--- src/include/usb_ep_in_pkg.sv ---
// Package for the endpoint 1-3 IN control block: offsets, fields, resets, types.
// Assumes a byte-wide register port and a packet engine that reports token events.
package usb_ep_in_pkg;

    // ********************************************************
    // Register offsets
    // ********************************************************
    localparam logic [7:0] OFS_INDEX = 8'h0E;
    localparam logic [7:0] OFS_IN_CTRL_LOW = 8'h11;
    localparam logic [7:0] OFS_IN_CTRL_HIGH = 8'h12;
    localparam logic [7:0] OFS_ENABLE_MASK = 8'h1E;
    localparam logic [7:0] OFS_UPDATE_CTRL = 8'h0F;

    // ********************************************************
    // Field positions
    // ********************************************************
    localparam int B_LOW_READY = 0;
    localparam int B_LOW_FIFO_BUSY = 1;
    localparam int B_LOW_UNDERRUN = 2;
    localparam int B_LOW_FLUSH = 3;
    localparam int B_LOW_SEND_STALL = 4;
    localparam int B_LOW_STALL_SENT = 5;
    localparam int B_LOW_CLEAR_TOGGLE = 6;
    localparam int B_HIGH_DBL_BUF = 7;
    localparam int B_HIGH_ISO = 6;
    localparam int B_HIGH_DIR_IN = 5;
    localparam int B_HIGH_SPLIT = 2;
    localparam int B_HIGH_FORCE_TOGGLE = 3;
    localparam int B_UPD_ISO_UPDATE = 7;

    // ********************************************************
    // Reset values
    // ********************************************************
    localparam logic [7:0] RST_ENABLE_MASK = 8'hFF;
    localparam logic [7:0] ENABLE_FIXED_ONES = 8'hF1;
    localparam logic [7:0] RST_CTRL = 8'h00;
    localparam logic [1:0] RST_INDEX = 2'h0;

    // ********************************************************
    // Types
    // ********************************************************
    typedef enum logic [1:0] {
        HS_NONE = 2'h0,
        HS_DATA = 2'h1,
        HS_ZLP = 2'h3,
        HS_STALL = 2'h2
    } reply_e;

    typedef struct packed {
        logic [1:0] ep;
        logic token;
        logic ack;
        logic sof;
    } link_ev_s;

    typedef struct packed {
        logic [1:0] slots;
        logic ready;
        logic underrun;
        logic send_stall;
        logic stall_sent;
        logic toggle;
        logic dbl;
        logic iso;
        logic dir_in;
        logic split;
        logic force_tog;
        logic held;
        logic [1:0] pend_ep;
    } ep_s;

    typedef struct packed {
        ep_s [3:1] ep;
        logic [3:1] enable;
        logic [1:0] index;
        logic iso_update;
        logic [7:0] rdata;
        logic [3:1] irq;
        reply_e reply;
        logic toggle_out;
    } state_s;

endpackage : usb_ep_in_pkg

--- src/hdl/usb_endpoint_in_control.sv ---
// Endpoint 1-3 IN control: banked control registers, enables, stall, toggle, ISO.
// Assumes the packet engine presents one-cycle token, ack and sof events on MCLK.
//
// The implementer's own choice: the plain strobed port.
`timescale 1ns/1ps

module usb_endpoint_in_control
    import usb_ep_in_pkg::*;
(
    input wire logic MCLK,
    input wire logic RST_N,
    input wire logic [7:0] ADDR,
    input wire logic [7:0] WDATA,
    input wire logic WR,
    input wire logic RD,
    output logic [7:0] RDATA,
    input wire link_ev_s LINK,
    input wire logic [3:1] FIFO_BYTES,
    output reply_e REPLY,
    output logic REPLY_TOGGLE,
    output logic [3:1] IN_IRQ,
    output logic [3:1] SPLIT_ON,
    output logic [3:1] DIR_IN
);

    state_s s_q;
    state_s s_d;

    always_comb begin
        logic [1:0] sel;
        logic wr_low;
        logic wr_high;
        logic [7:0] low_rd;
        logic [7:0] high_rd;
        ep_s e;
        s_d = s_q;
        sel = s_q.index;
        wr_low = WR && ADDR == OFS_IN_CTRL_LOW && sel != 2'h0;
        wr_high = WR && ADDR == OFS_IN_CTRL_HIGH && sel != 2'h0;
        s_d.irq = 3'h0;
        s_d.reply = HS_NONE;
        e = '0;
        low_rd = 8'h00;
        high_rd = 8'h00;
        if (WR && ADDR == OFS_INDEX) begin
            s_d.index = WDATA[1:0];
        end
        if (WR && ADDR == OFS_UPDATE_CTRL) begin
            s_d.iso_update = WDATA[B_UPD_ISO_UPDATE];
        end
        if (WR && ADDR == OFS_ENABLE_MASK) begin
            s_d.enable = WDATA[3:1];
        end
        for (int i = 1; i <= 3; i++) begin
            e = s_q.ep[i];
            // ********************************************************
            // Register writes, only to the indexed endpoint
            // ********************************************************
            // Banked write decode
            if (wr_high && sel == 2'(i)) begin
                e.dbl = WDATA[B_HIGH_DBL_BUF];
                e.iso = WDATA[B_HIGH_ISO];
                e.dir_in = WDATA[B_HIGH_DIR_IN];
                e.split = WDATA[B_HIGH_SPLIT];
                e.force_tog = WDATA[B_HIGH_FORCE_TOGGLE];
            end
            if (wr_low && sel == 2'(i)) begin
                e.send_stall = WDATA[B_LOW_SEND_STALL];
                if (!WDATA[B_LOW_STALL_SENT]) begin
                    e.stall_sent = 1'b0;
                end
                if (!WDATA[B_LOW_UNDERRUN]) begin
                    e.underrun = 1'b0;
                end
                if (WDATA[B_LOW_CLEAR_TOGGLE]) begin
                    e.toggle = 1'b0;
                end
                if (WDATA[B_LOW_FLUSH]) begin
                    if (e.slots != 2'h0) begin
                        s_d.irq[i] = 1'b1;
                    end
                    e.slots = 2'h0;
                    e.ready = 1'b0;
                end
                // Loading a packet takes a slot
                if (WDATA[B_LOW_READY] && !e.ready) begin
                    e.slots = e.slots + 2'h1;
                    e.ready = 1'b1;
                    // Hold new iso packet to SOF
                    e.held = s_q.iso_update && e.iso;
                end
            end
            // Release held packet at frame start
            if (LINK.sof) begin
                e.held = 1'b0;
            end
            // ********************************************************
            // Token handling
            // ********************************************************
            // A host ACK only answers the packet just sent, so stale marks go
            if (LINK.token) begin
                e.pend_ep = 2'h0;
            end
            if (LINK.token && LINK.ep == 2'(i) && s_q.enable[i]
                && (e.split || e.dir_in)) begin
                if (e.send_stall) begin
                    s_d.reply = HS_STALL;
                    e.stall_sent = 1'b1;
                    s_d.irq[i] = 1'b1;
                end else if (e.slots != 2'h0 && !e.held) begin
                    s_d.reply = FIFO_BYTES[i] ? HS_DATA : HS_ZLP;
                    s_d.toggle_out = e.toggle;
                    e.pend_ep = 2'(i);
                    e.slots = e.slots - 2'h1;
                    s_d.irq[i] = 1'b1;
                    if (e.force_tog) begin
                        e.toggle = !e.toggle;
                    end
                end else if (e.iso) begin
                    s_d.reply = HS_ZLP;
                    s_d.toggle_out = e.toggle;
                    e.underrun = 1'b1;
                    e.pend_ep = 2'(i);
                    if (e.force_tog) begin
                        e.toggle = !e.toggle;
                    end
                end
            end
            if (LINK.ack && e.pend_ep == 2'(i)) begin
                if (!e.force_tog) begin
                    e.toggle = !e.toggle;
                end
                e.pend_ep = 2'h0;
            end
            // Ready drops when a slot is free
            if (e.ready && (e.slots < 2'h2) && (e.dbl || e.slots == 2'h0)) begin
                e.ready = 1'b0;
            end
            s_d.ep[i] = e;
        end
        // ********************************************************
        // Read mux
        // ********************************************************
        if (sel != 2'h0) begin
            e = s_q.ep[sel];
            low_rd = {1'b0, 1'b0, e.stall_sent, e.send_stall, 1'b0,
                      e.underrun, e.slots != 2'h0, e.ready};
            high_rd = {e.dbl, e.iso, e.dir_in, 1'b0, e.force_tog, e.split, 2'h0};
        end
        s_d.rdata = 8'h00;
        if (RD) begin
            case (ADDR)
                OFS_INDEX: s_d.rdata = {6'h00, s_q.index};
                OFS_IN_CTRL_LOW: s_d.rdata = low_rd;
                OFS_IN_CTRL_HIGH: s_d.rdata = high_rd;
                OFS_ENABLE_MASK: s_d.rdata = ENABLE_FIXED_ONES | {4'h0, s_q.enable, 1'b0};
                OFS_UPDATE_CTRL: s_d.rdata = {s_q.iso_update, 7'h00};
                default: s_d.rdata = 8'h00;
            endcase
        end
    end

    always_ff @(posedge MCLK) begin
        if (!RST_N) begin
            s_q <= '0;
            s_q.enable <= RST_ENABLE_MASK[3:1];
            s_q.index <= RST_INDEX;
        end else begin
            s_q <= s_d;
        end
    end

    // ********************************************************
    // Outputs
    // ********************************************************
    assign RDATA = s_q.rdata;
    assign IN_IRQ = s_q.irq;
    assign REPLY = s_q.reply;
    assign REPLY_TOGGLE = s_q.toggle_out;
    for (genvar g = 1; g <= 3; g++) begin : g_cfg
        assign SPLIT_ON[g] = s_q.ep[g].split;
        assign DIR_IN[g] = s_q.ep[g].dir_in;
    end
endmodule : usb_endpoint_in_control

--- config.mk ---
export PLATFORM = sky130hd
export DESIGN_NAME = usb_endpoint_in_control
export DESIGN_NICKNAME = d
export VERILOG_FILES = /design/src/include/usb_ep_in_pkg.sv /design/src/hdl/usb_endpoint_in_control.sv
export SDC_FILE = /design/constraint.sdc
export NUM_CORES = 1
export LEC_CHECK = 0
export BUFFER_PORTS_ARGS = -buffer_cell sky130_fd_sc_hd__buf_2
export CAP_MARGIN = 20
export CORE_MARGIN = 2
export CORE_UTILIZATION = 50
export CTS_BUF_LIST = sky130_fd_sc_hd__clkbuf_16
export DETAILED_ROUTE_END_ITERATION = 10
export GPL_TIMING_DRIVEN = 0
export PLACE_DENSITY_LB_ADDON = 0.25
export SLEW_MARGIN = 40
export SYNTH_ARGS = -nofsm -noshare
export SYNTH_HDL_FRONTEND = slang
export SYNTH_SLANG_ARGS = --single-unit
--- constraint.sdc ---
create_clock -name MCLK -period 8.6 [get_ports MCLK]
set_clock_uncertainty 0.15 [all_clocks]
set_input_delay 1.72 -clock MCLK [delete_from_list [all_inputs] [get_ports MCLK]]
set_output_delay 1.72 -clock MCLK [all_outputs]
set_load 0.01 [all_outputs]
======== Yosys cells after proc, flatten, opt, wreduce, memory -nomap -nowiden ========
Cells that the tools add are included.
storage, ports and cells
  register bits after elaboration ......... 65
  latch bits .............................. 0
  RAM bits ................................ 0
  memory bits (read-only) ................. 0
  bits of input ports ..................... 28
  output and inout port bits .............. 20
  word-level logic and storage cells ...... 279
  memories kept ........................... 0
cells by class
  $add $sub $neg .......................... 6
  multipliers ............................. 0
  div/mod/pow operators ................... 0
  $lt $le $gt $ge ......................... 4
  eq/ne operators ......................... 14
  shift-type cells ........................ 0
  mux-type cells .......................... 132
  bitwise logic cells ..................... 1
  reductions and logical operators ........ 76
operator list
  kind                                                 count
  2-to-1 mux 1 bit                                     70
  2-to-1 mux 2 bit                                     32
  2-to-1 mux 3 bit                                     18
  logical AND 1 bit                                    40
  one-hot mux 8 bit (5 select lines)                   1
  binary-select mux 15 bit (select 2 bit)              1
  equality test 8 x 5 -> 1 bit, second input constant  3
  2-to-1 mux 7 bit                                     3
  equality test 8 x 4 -> 1 bit, second input constant  2
  nonzero test 2 bit                                   8
  2-to-1 mux 15 bit                                    1
  2-to-1 mux 5 bit                                     3
  equality test 2 bit, second input constant           6
  zero test 1 bit                                      12
  OR reduction 2 bit                                   6
  2-to-1 mux 8 bit                                     1
  adder 2 x 1 -> 2 bit, second input constant          3
  equality test 2 x 1 -> 1 bit, second input constant  3
  zero test 2 bit                                      3
  logical OR 1 bit                                     6
  less-than comparator 2 bit, second input constant    3
  2-to-1 mux 6 bit                                     1
  subtractor 2 x 1 -> 2 bit, second input constant     3
  2-to-1 mux 4 bit                                     1
  other kinds (3)                                      3

======== Depth between registers and ports, before layout ========
  depth after elaboration ................. 23
  depth in mapped cells ................... 14
  mapped depth without buffers ............ 11

======== Worst setup path after synthesis ========
Ideal clock, no wire load.
  path kind ............................... input to register
  from .................................... input ADDR[4]
  to ...................................... register s_q[47] (netlist bit)
  library setup time ...................... 0.075 ns
  arrival ................................. 4.305 ns
  data required time ...................... 8.375 ns
  slack ................................... 4.070 ns
  stages on the path ...................... 14
  path buffers ............................ 3
  path through ............................ buf_4 nor4b_4 buf_4 buf_2 and3_1 nand3_1 nand2_1 xnor2_1 ha_1 a31oi_1 a21bo_2 nor2_2 mux2_2 o22ai_1
between the ends
  cells in the longest elaborated chain, start to end .. 18
  elaborated cells on any way between the ends .. 29
  those cells by class .................... add/sub (1); order compare (1); eq/ne (2); mux (8); reduce/logical (17)
ends and longest elaborated chain
  item                                                           line                            text
  start, declared                                                usb_endpoint_in_control.sv:12   input wire logic [7:0] ADDR,
  equality test 8 x 5 -> 1 bit                                   usb_endpoint_in_control.sv:39   wr_high = WR && ADDR == OFS_IN_CTRL_HIGH && sel != 2'h0;
  logical AND 1 bit (2 in a row)                                 usb_endpoint_in_control.sv:39
  logical AND 1 bit                                              usb_endpoint_in_control.sv:60   if (wr_high && sel == 2'(i)) begin
  2-to-1 mux 5 bit                                               usb_endpoint_in_control.sv:60
  logical AND 1 bit                                              usb_endpoint_in_control.sv:90   e.held = s_q.iso_update && e.iso;
  2-to-1 mux 1 bit                                               usb_endpoint_in_control.sv:86   if (WDATA[B_LOW_READY] && !e.ready) begin
  2-to-1 mux 1 bit                                               usb_endpoint_in_control.sv:67   if (wr_low && sel == 2'(i)) begin
  2-to-1 mux 1 bit                                               usb_endpoint_in_control.sv:94   if (LINK.sof) begin
  zero test 1 bit                                                usb_endpoint_in_control.sv:110  end else if (e.slots != 2'h0 && !e.held) begin
  logical AND 1 bit                                              usb_endpoint_in_control.sv:110
  2-to-1 mux 2 bit                                               usb_endpoint_in_control.sv:110
  2-to-1 mux 2 bit                                               usb_endpoint_in_control.sv:106  if (e.send_stall) begin
  2-to-1 mux 2 bit                                               usb_endpoint_in_control.sv:104  if (LINK.token && LINK.ep == 2'(i) && s_q.enable[i]
  less-than comparator 2 bit or zero test 2 bit (tied branches)  usb_endpoint_in_control.sv:136  if (e.ready && (e.slots < 2'h2) && (e.dbl || e.slots == 2'h0)) begin
  logical AND 1 bit or logical OR 1 bit (tied branches)          usb_endpoint_in_control.sv:136
  logical AND 1 bit                                              usb_endpoint_in_control.sv:136
  OR reduction 2 bit (no line)                                   n/a
  end, declared                                                  usb_endpoint_in_control.sv:26   state_s s_q;
Parallel ways exist; a longest one is shown, timed or not.
A chain may end at the register's enable or synchronous reset.

======== Worst setup path in the final report ========
  from .................................... input ADDR[5]
  to ...................................... register s_q[47] (netlist bit)
The elaborated chain is that of the path after synthesis.

==> flow_metrics.env <==
export IMPL_run_status="completed"
export IMPL_detailedRoute_firstPassIterationCount=5
export IMPL_max_cap_violations=0
export IMPL_synth_seq_cells=65
export IMPL_tritoncts="built"
export IMPL_synth_top_cell_by_area="dfxtp_1"
export IMPL_timing_final_crit_share=0.578
export IMPL_crit_required_ps=8710
export IMPL_worst_skew_pair_late_latency_ps=340
export IMPL_detail_route_wl_per_cell_um=18.7
export IMPL_irDropWorstVdd_mv=0.127
export IMPL_leakagePower_uw=0.00193
export IMPL_dp_cells=592
export IMPL_worstSetupEndpointType="register"
export IMPL_wirelength_um=11400
export IMPL_cts_sinks=65
export IMPL_worstHoldStart="s_q[61]"
export IMPL_core_um2=7330
export IMPL_die_height_um=91.6
export IMPL_setup_total_negative_slack_ps=0
export IMPL_synth_warning_count=0
export IMPL_fp_row_count=31
export IMPL_dpl_hpwl_um=8240
export IMPL_yosysMostFrequentCell="dfxtp_1"
export IMPL_cts_buffers=9
export IMPL_non_filler_instance_count_after_layout=608
export IMPL_fillers=653
export IMPL_postSynthCellCount=451
export IMPL_gr_total_overflow=0
export IMPL_setup_viol_count_final=0
export IMPL_synth_edf_count=0
export IMPL_number_of_vias_per_cell_after_detailed_routing=6.09
export IMPL_grt_pass1_vias=3535
export IMPL_antenna_cell_count=0
export IMPL_dieWidth_um=91.6
export IMPL_worst_slew_pin_slew_ps=670
export IMPL_post_synth_main_area_contributors="dfxtp_1 (34%), mux2i_1 (6.0%), nor2_1 (5.5%)"
export IMPL_timing_fmax_mhz=201
export IMPL_cts_resized_gates=0
export IMPL_io_buffers=42
export IMPL_htree_depth=3
export IMPL_vias=3702
export IMPL_cts_hold_buffers_added=0
export IMPL_grt_start_max_net_pins=13
export IMPL_worst_min_path_class="register to register"
export IMPL_crit_start="ADDR[5]"
export IMPL_synth_async_reset_ratio=0
export IMPL_type_of_the_setup_path_with_the_least_slack="primary input to register"
export IMPL_synth_sequential_area_ratio=0.339
export IMPL_detailedRoute_firstIterationViolations=350
export IMPL_rsz0062_at_grt="no"
export IMPL_synth_common_cells="dfxtp_1 (65), nor2_1 (56), nand2_1 (28)"
export IMPL_critPathArrivalTime_ps=5080
export IMPL_syn_area_per_cell_um2=8.51
export IMPL_dieArea_um2=8390
export IMPL_slew_limit_headroom=0.553
export IMPL_areal_power_density_over_the_cells_nw_per_um2=166
export IMPL_cp_max_fo=10
export IMPL_synth_top_cell_area_share=0.339
export IMPL_track_usage=0.271
export IMPL_final_count_of_pins_violating_max_slew=0
export IMPL_drtAntennaViolNets=0
export IMPL_drcViolationCount=0
export IMPL_grt_antenna_before_repair=0
export IMPL_clk_path_buf_depth=2
export IMPL_setup_worst_path_start_class="primary input"
export IMPL_finalNetCount=535
export IMPL_finalWorstPathRequiredPeriod_ps=4970
export IMPL_clk_root_buffer_cell="clkbuf_16"
export IMPL_finalHoldViolations=0
export IMPL_synthesis_area_um2=3840
export IMPL_syn_num_nets=482
export IMPL_crit_reg_reg_startpoint="s_q[15]"
export IMPL_postCtsSetupRepairBufs=0
export IMPL_area_growth_synth_to_final_pct=17.1
export IMPL_synth_cell_types=70
export IMPL_postSynth_topFlopCell="dfxtp_1"
export IMPL_clk_transition_reported_paths_ps=60
export IMPL_layout_drive_gt1_share=0.236
export IMPL_grt_pass1_wl_um=17600
export IMPL_pin_count=48
export IMPL_gpl_congestion=0.917
export IMPL_starting_utilization_of_the_core_area=0.524
[worst max-delay path, stage by stage]
cell     delay, ps
buf_2          120
nor4b_4        340
buf_4          230
buf_2          230
and3_1         310
nand3_1        190
nand2_1        160
xnor2_1        110
ha_1           220
a31oi_1        390
a21bo_2        320
nor2_2         190
mux2_2         380
o22ai_1        160
[kinds of logic after synthesis]
| kind of cell | synth area share |
|---|---|
| simple gates | 0.248 |
| compound gates | 0.198 |
| flops | 0.339 |
| buf+inv | 0.0789 |
| mux | 0.110 |
| xor+xnor | 0.0160 |
| fa+ha+maj | 0.00978 |
[routing by layer]
| metal | share of wire | global-route usage |
|---|---|---|
| met5 | 0 | 0 |
| met2 | 0.47 | 0.446 |
| met1 | 0.42 | 0.347 |
| met3 | 0.082 | 0.0386 |
| met4 | 0.031 | 0.138 |
[placed cells by master (no fill, tap or decap), types with 5 or more instances in the layout]
cell       instances
inv_1             12
nand2b_1           7
nor2_1            56
clkbuf_1          17
nand4_1           12
clkbuf_16          9
nand2_1           28
nand3_1           12
and3_1             7
nor2b_1            5
mux2i_1           23
and2_1             6
o21ai_0           18
a21oi_1           26
o21a_1             7
a22o_1             9
buf_2             47
mux2_2            15
dfxtp_1           65
buf_4             22
[report_power, final]
| part | internal [uW] | leakage (uW) | switching (uW) |
|---|---|---|---|
| Clock | 254 | 0.000153 | 143 |
| Sequential | 302 | 0.000524 | 0.822 |
| Combinational | 14.4 | 0.00126 | 31.6 |
[final timing paths]
kind | endpoint | slack (ps) | cells past startpoint
min reg2reg | s_q[61] | 330 | 2
max reg2reg | s_q[47] | 5150 | 12
max | s_q[47] | 3630 | 14
min | s_q[61] | 330 | 2
[metrics by stage]
step	cell area (um^2)	util	setup WS (ps)	total power [uW]	hold WS, ps
global placement	4170	0.569	3510	352	307
finish	4500	0.613	3630	745	328
detailed placement	4180	0.570	3480	353	317
floorplan	3840	-	4070	333	294
global route	4500	0.613	3550	761	355
CTS	4500	0.613	3790	744	323
[registers in the layout, summed over array words and instances (netlist names)]
| signal | cells |
|---|---|
| REPLY | 2 |
| SPLIT_ON | 3 |
| RDATA | 8 |
| DIR_IN | 3 |
| IN_IRQ | 3 |
| REPLY_TOGGLE | 1 |
| s_q | 45 |
[final cells by class]
cell class                      instances  area, um^2  share of cell area
Buffer                                 45         258              0.0573
Clock buffer                            9         225              0.0501
Clock inverter                          7        93.8              0.0209
Inverter                               12        45.0              0.0100
Multi-Input combinational cell        329        2240               0.498
Sequential cell                        65        1300               0.289
Tap cell                               99         124              0.0275
Timing Repair Buffer                   42         210              0.0467
Power figures use the tool's default switching activity.
